File: config.mk
export PLATFORM = sky130hd
export DESIGN_NAME = pdec_power_down_entry_control
export DESIGN_NICKNAME = d
export VERILOG_FILES = /design/src/rtl/pdec_pkg.sv /design/src/rtl/pdec_power_down_entry_control.sv
export SDC_FILE = /design/constraint.sdc
export NUM_CORES = 1
export LEC_CHECK = 0
export ABC_AREA = 1
export BUFFER_PORTS_ARGS = -buffer_cell sky130_fd_sc_hd__buf_2
export CAP_MARGIN = 10
export CORE_UTILIZATION = 47
export DETAILED_ROUTE_END_ITERATION = 8
export PLACE_DENSITY_LB_ADDON = 0.08
export SYNTH_ARGS = -nofsm -noshare
export SYNTH_HDL_FRONTEND = slang
export SYNTH_SLANG_ARGS = --single-unit
File: constraint.sdc
create_clock -name clk_in -period 1.23 [get_ports clk_in]
set_clock_uncertainty 0.1 [all_clocks]
set_input_delay 0.246 -clock clk_in [delete_from_list [all_inputs] [get_ports clk_in]]
set_output_delay 0.246 -clock clk_in [all_outputs]
set_load 0.03 [all_outputs]
File: src/rtl/pdec_pkg.sv
package pdec_pkg;

  // ****************************************
  // Widths and reset values
  // ****************************************
  localparam int unsigned P2_WIDTH = 8;
  localparam logic [P2_WIDTH-1:0] WAKE_MASK_RST = 8'h00;

  // ****************************************
  // Sequencer states, one-hot
  // ****************************************
  typedef enum logic [3:0] {
    PDEC_RUN   = 4'h1,
    PDEC_CHECK = 4'h2,
    PDEC_QIDLE = 4'h4,
    PDEC_PDOWN = 4'h8
  } pdec_state_t;

  // ****************************************
  // Instruction context from the core
  // ****************************************
  typedef struct packed {
    logic power_down_instruction; // one-cycle pulse
    logic next_ext;               // next code in external memory
    logic mux_bus;                // multiplexed bus in use
    logic tristate_wb;            // memory_tristate_wait_bit
    logic prev_xwrite;            // last instruction wrote outside
  } pdec_instr_t;

  // ****************************************
  // Status towards the core
  // ****************************************
  typedef struct packed {
    logic pdown;     // power-down entered
    logic qidle;     // fetch stalled, quasi-idle
    logic ignored;   // one-cycle pulse: instruction ignored
    logic irq_block; // interrupts and event transfers held off
  } pdec_stat_t;

endpackage

File: src/rtl/pdec_power_down_entry_control.sv
`timescale 1ns/1ps
`default_nettype none

module pdec_power_down_entry_control
  import pdec_pkg::*;
#(
  parameter int unsigned P2_W = pdec_pkg::P2_WIDTH
)
(
  // Clock and reset
  input  wire logic                       clk_in,
  input  wire logic                       rst_n_in,
  // Configuration
  input  wire logic                       wake_source_select_in,
  input  wire logic [P2_W-1:0]            wake_enable_in,
  input  wire logic [P2_W-1:0]            wake_active_high_in,
  // Pins
  input  wire logic                       nmi_n_in,
  input  wire logic [P2_W-1:0]            p2_in,
  // Core
  input  wire pdec_pkg::pdec_instr_t      instr_in,
  input  wire logic                       wakeup_in,
  output var  pdec_pkg::pdec_stat_t       stat_out
);
  import pdec_pkg::*;

  // ****************************************
  // Parameter check
  // ****************************************
  // Port 2 holds at most sixteen wake pins
  if (P2_W < 1 || P2_W > 16)
  begin : g_bad_width
    $error("P2_W out of range");
  end

  // ****************************************
  // Pin synchronisers
  // ****************************************
  logic            nmi_s1_r, nmi_s2_r;
  logic [P2_W-1:0] p2_s1_r, p2_s2_r;

  always_ff @(posedge clk_in)
  begin
    if (!rst_n_in)
    begin
      nmi_s1_r <= 1'b1;
      nmi_s2_r <= 1'b1;
      p2_s1_r  <= '0;
      p2_s2_r  <= '0;
    end
    else
    begin
      nmi_s1_r <= nmi_n_in;
      nmi_s2_r <= nmi_s1_r;
      p2_s1_r  <= p2_in;
      p2_s2_r  <= p2_s1_r;
    end
  end

  // ****************************************
  // Decode
  // ****************************************
  // Pin at active level: xnor with its polarity
  wire [P2_W-1:0] p2_act  = ~(p2_s2_r ^ wake_active_high_in) & wake_enable_in;
  wire            p2_hit  = |p2_act;
  wire            nmi_hi  = nmi_s2_r;
  wire            wake_pending = wake_source_select_in ? p2_hit : nmi_hi;
  // Stall checked ahead of the pins: the fault is not an ignore case
  wire            mux_stall   = instr_in.mux_bus && !instr_in.tristate_wb;
  wire            write_stall = instr_in.prev_xwrite;
  wire            stall_cond  =
    instr_in.next_ext && (mux_stall || write_stall);

  // ****************************************
  // Sequencer
  // ****************************************
  pdec_state_t state_r, state_nxt;
  logic        ign_nxt;

  always_comb
  begin
    state_nxt = state_r;
    ign_nxt   = 1'b0;
    unique case (state_r)
      PDEC_RUN:
        if (instr_in.power_down_instruction)
          state_nxt = PDEC_CHECK;
      PDEC_CHECK:
        if (stall_cond)
          state_nxt = PDEC_QIDLE;
        else if (wake_pending)
        begin
          state_nxt = PDEC_RUN;
          ign_nxt   = 1'b1;
        end
        else
          state_nxt = PDEC_PDOWN;
      PDEC_QIDLE:
        if (!nmi_s2_r)
          state_nxt = PDEC_PDOWN;
      PDEC_PDOWN:
        if (wakeup_in)
          state_nxt = PDEC_RUN;
      default:
        state_nxt = PDEC_RUN;
    endcase
  end

  always_ff @(posedge clk_in)
  begin
    if (!rst_n_in)
    begin
      state_r  <= PDEC_RUN;
      stat_out <= '0;
    end
    else
    begin
      state_r            <= state_nxt;
      stat_out.pdown     <= (state_nxt == PDEC_PDOWN);
      stat_out.qidle     <= (state_nxt == PDEC_QIDLE);
      stat_out.ignored   <= ign_nxt;
      // Watchdog is outside and keeps running; only servicing stops
      stat_out.irq_block <= (state_nxt == PDEC_QIDLE);
    end
  end
endmodule // pdec_power_down_entry_control

`default_nettype wire

==> metrics <==
run status completed; worst skew pair latency 0.31 ns; Switching Fraction 24.2%; worst-margin pin slew 0.286 ns; CTS H-tree depth 1; slew margin rel. 80.9%; R2R Path Start p2_s2_r[5]; Slew Limit Fails 0; Mapped Area 1010 um^2; CTS Buf Count 3; IO Port Bufs 37; Hold Path Class input pin to flip-flop; I/O pin total 38; max-cap violations 0; Leak Pwr 0.800 nW; power share of the sequential group 61.4%; GR Util All Layers 17.4%; multi-input logic area 378 um^2; Worst setup startpoint p2_s2_r[5]; die area 2330 um^2; top cells by area, synth dfxtp_1, inv_1, nand2_1; n_diodes 0; largest net degree at the start of global routing 18; P_sw 0.340 mW; non-filler instance count after layout 215; Worst Setup End Kind flip-flop; multiplexer share of the synthesized area 0%; Worst Hold Launch p2_in[7]; hold_ws 0.00750 ns; crit-path cells inv_2, nand2_1, nand3_1, nand2_2, nor2_2, nand3_1, nand2_1, nand2_2, a21oi_2; fmax 813 MHz; cell-internal power 1.06 mW; fin nets 223; die height 48.3 um; share of post-route cells with drive strength above 1 33.5%; gr ovfl total 0; RSZ-0062 raised after global routing true; Fillers 183; final setup fails 0; adder-cell share of the synthesized area 0%; slowest stage cell, crit path dfxtp_2; Register Area 504 um^2; Cells after Synth 144; Post-CTS Setup Bufs 0; clock power share 24.9%; Yosys reg bits 25; placed insts 206; final hold violation count 0; Detailed Place HPWL 1360 um; period utilisation layout 100%; Largest stage delay, worst path 0.35 ns; Setup TNS Final 0 ns; initial antenna violation count 0; routability cong. 0.702; cell row count 16; Synth Area in XOR/XNOR 0%; vias in the first global route 803; CTS sink count 25; commonest non-fill, non-tap cell in the layout inv_1; Synth Area in Simple Gates 29.2%; drt pass-1 iters 4; min Tclk post-route 1.23 ns; post-route cell area 1340 um^2; crit-path max FO 2; drt initial violations 11; initial core utilization 50.8%; commonest non-fill, non-tap cells in the layout inv_1, nand2_1, buf_2; cell taking the most area after synthesis dfxtp_1; CORE AREA 1980 um^2; Netlist cell types 16; met3 wire len 92 um; Yosys Warn Count 0; Synth Area in Compound Gates 4.84%; worst setup path category flip-flop to flip-flop; CP Launch Type flip-flop; Worst VDD drop 876 uV; top cell type's share of synthesized area 49.7%; Vias/cell 4.38; Post-Syn Area per Cell 6.99 um^2; syn nets 178; final WL 1870 um; WL met2 971 um; DR vias 942; first-pass GRT wire length 2730 um; Critical Path RT 1.38 ns; Antenna Nets Post-Route 0; post-layout util 67.5%; combinational share of power 13.7%; PD cells 1050 nW/um^2; Seq/Total Area, Yosys 49.7%; Die X 48.3 um; per-cell routed wire length 8.72 um; wl on met1 774 um; DR DRC count 0; top routing layer in use met4; Longest Clk Path Bufs 2; Layout area overhead 32.8%; Worst EP arrival 1.38 ns; Worst-path clk slew 0.13 ns; clock root buffer clkbuf_4; largest family of logic cells by synthesized area simple AND/OR/NAND/NOR gates; placed inst area 1220 um^2; CTS tree done
## registers in the layout, summed over array words and instances (netlist names)
signal / count
state_r: 4
p2_s1_r: 8
stat_out: 3
nmi_s1_r: 1
p2_s2_r: 8
nmi_hi: 1
## area by class of cell
cell class | instances | share of cell area [%]
tap | 27 | 2.53
multi-input combinational | 77 | 28.3
sequential | 25 | 37.7
clock inverter | 1 | 0.374
inverter | 39 | 10.9
timing repair buffer | 43 | 18.5
clock buffer | 3 | 1.68
## worst max-delay path, delay by kind of cell, from the launching register on
kind / cells / cell delay (ns)
AOI/OAI and AO/OA: 1 / 0.14
DFF: 1 / 0.35
buffers and inverters: 1 / 0.04
and+or+nand+nor: 7 / 0.55
## cells in the mapped netlist, drive strengths merged
library cell	count
inv	39
nand2	39
dfxtp	25
nor2	15
nand3	11
buf	3
or2	3
a21oi	2
o22ai	2
a22oi	1
a31oi	1
nor3b	1
o21a	1
o21ai	1
## stage by stage
| step | worst slack (ns) | power, mW |
|---|---|---|
| final | 0.000563 | 1.40 |
| after global routing | -0.0667 | 1.48 |
| after CTS | 0.000150 | 1.41 |
| after detailed placement | 0.00100 | 1.05 |
| after global placement | 0.0371 | 1.04 |
| after floorplan | 0.178 | 0.973 |
## path summary, 6_finish.rpt
path / slack (ns) / depth (start not counted) / to
setup / recovery: 0.0006 / 9 / stat_out[3]
hold / removal: 0.007 / 3 / p2_s1_r[7]
setup reg to reg: 0.0006 / 9 / stat_out[3]
hold reg to reg: 0.32 / 2 / p2_s2_r[5]
## cells by family (layout without fill, tap and decap cells)
logic type	count (synthesis)	after routing
flip-flops	25	25
buffers and inverters	42	86
AO/OA/AOI/OAI	8	8
AND/OR/NAND/NOR	69	69
## what timing repair did
action                                  in CTS  in global routing
endpoints found under the setup margin       2                  6
cloned                                       0                  0
hold endpoints to repair                     5                  0
pin swaps                                    0                  8
hold buffers                                 5                  0
resized for setup                            2                 18
## routing by layer
| layer | track usage [%] | vias to the layer above |
|---|---|---|
| li1 | - | 504 |
| met1 | 15.4 | 403 |
| met2 | 35.7 | 31 |
| met3 | 2.22 | 4 |
| met4 | 10.6 | 0 |
| met5 | 0 | - |
## power groups by stage
stage	logic [mW]	registers [mW]	clock network [mW]
2_1_floorplan	0.0968	0.876	0
3_3_place_gp	0.163	0.876	0
3_5_place_dp	0.171	0.877	0
4_1_cts	0.186	0.859	0.363
5_1_grt	0.221	0.866	0.389
6_report	0.193	0.862	0.349
Power figures use the tool's default switching activity.
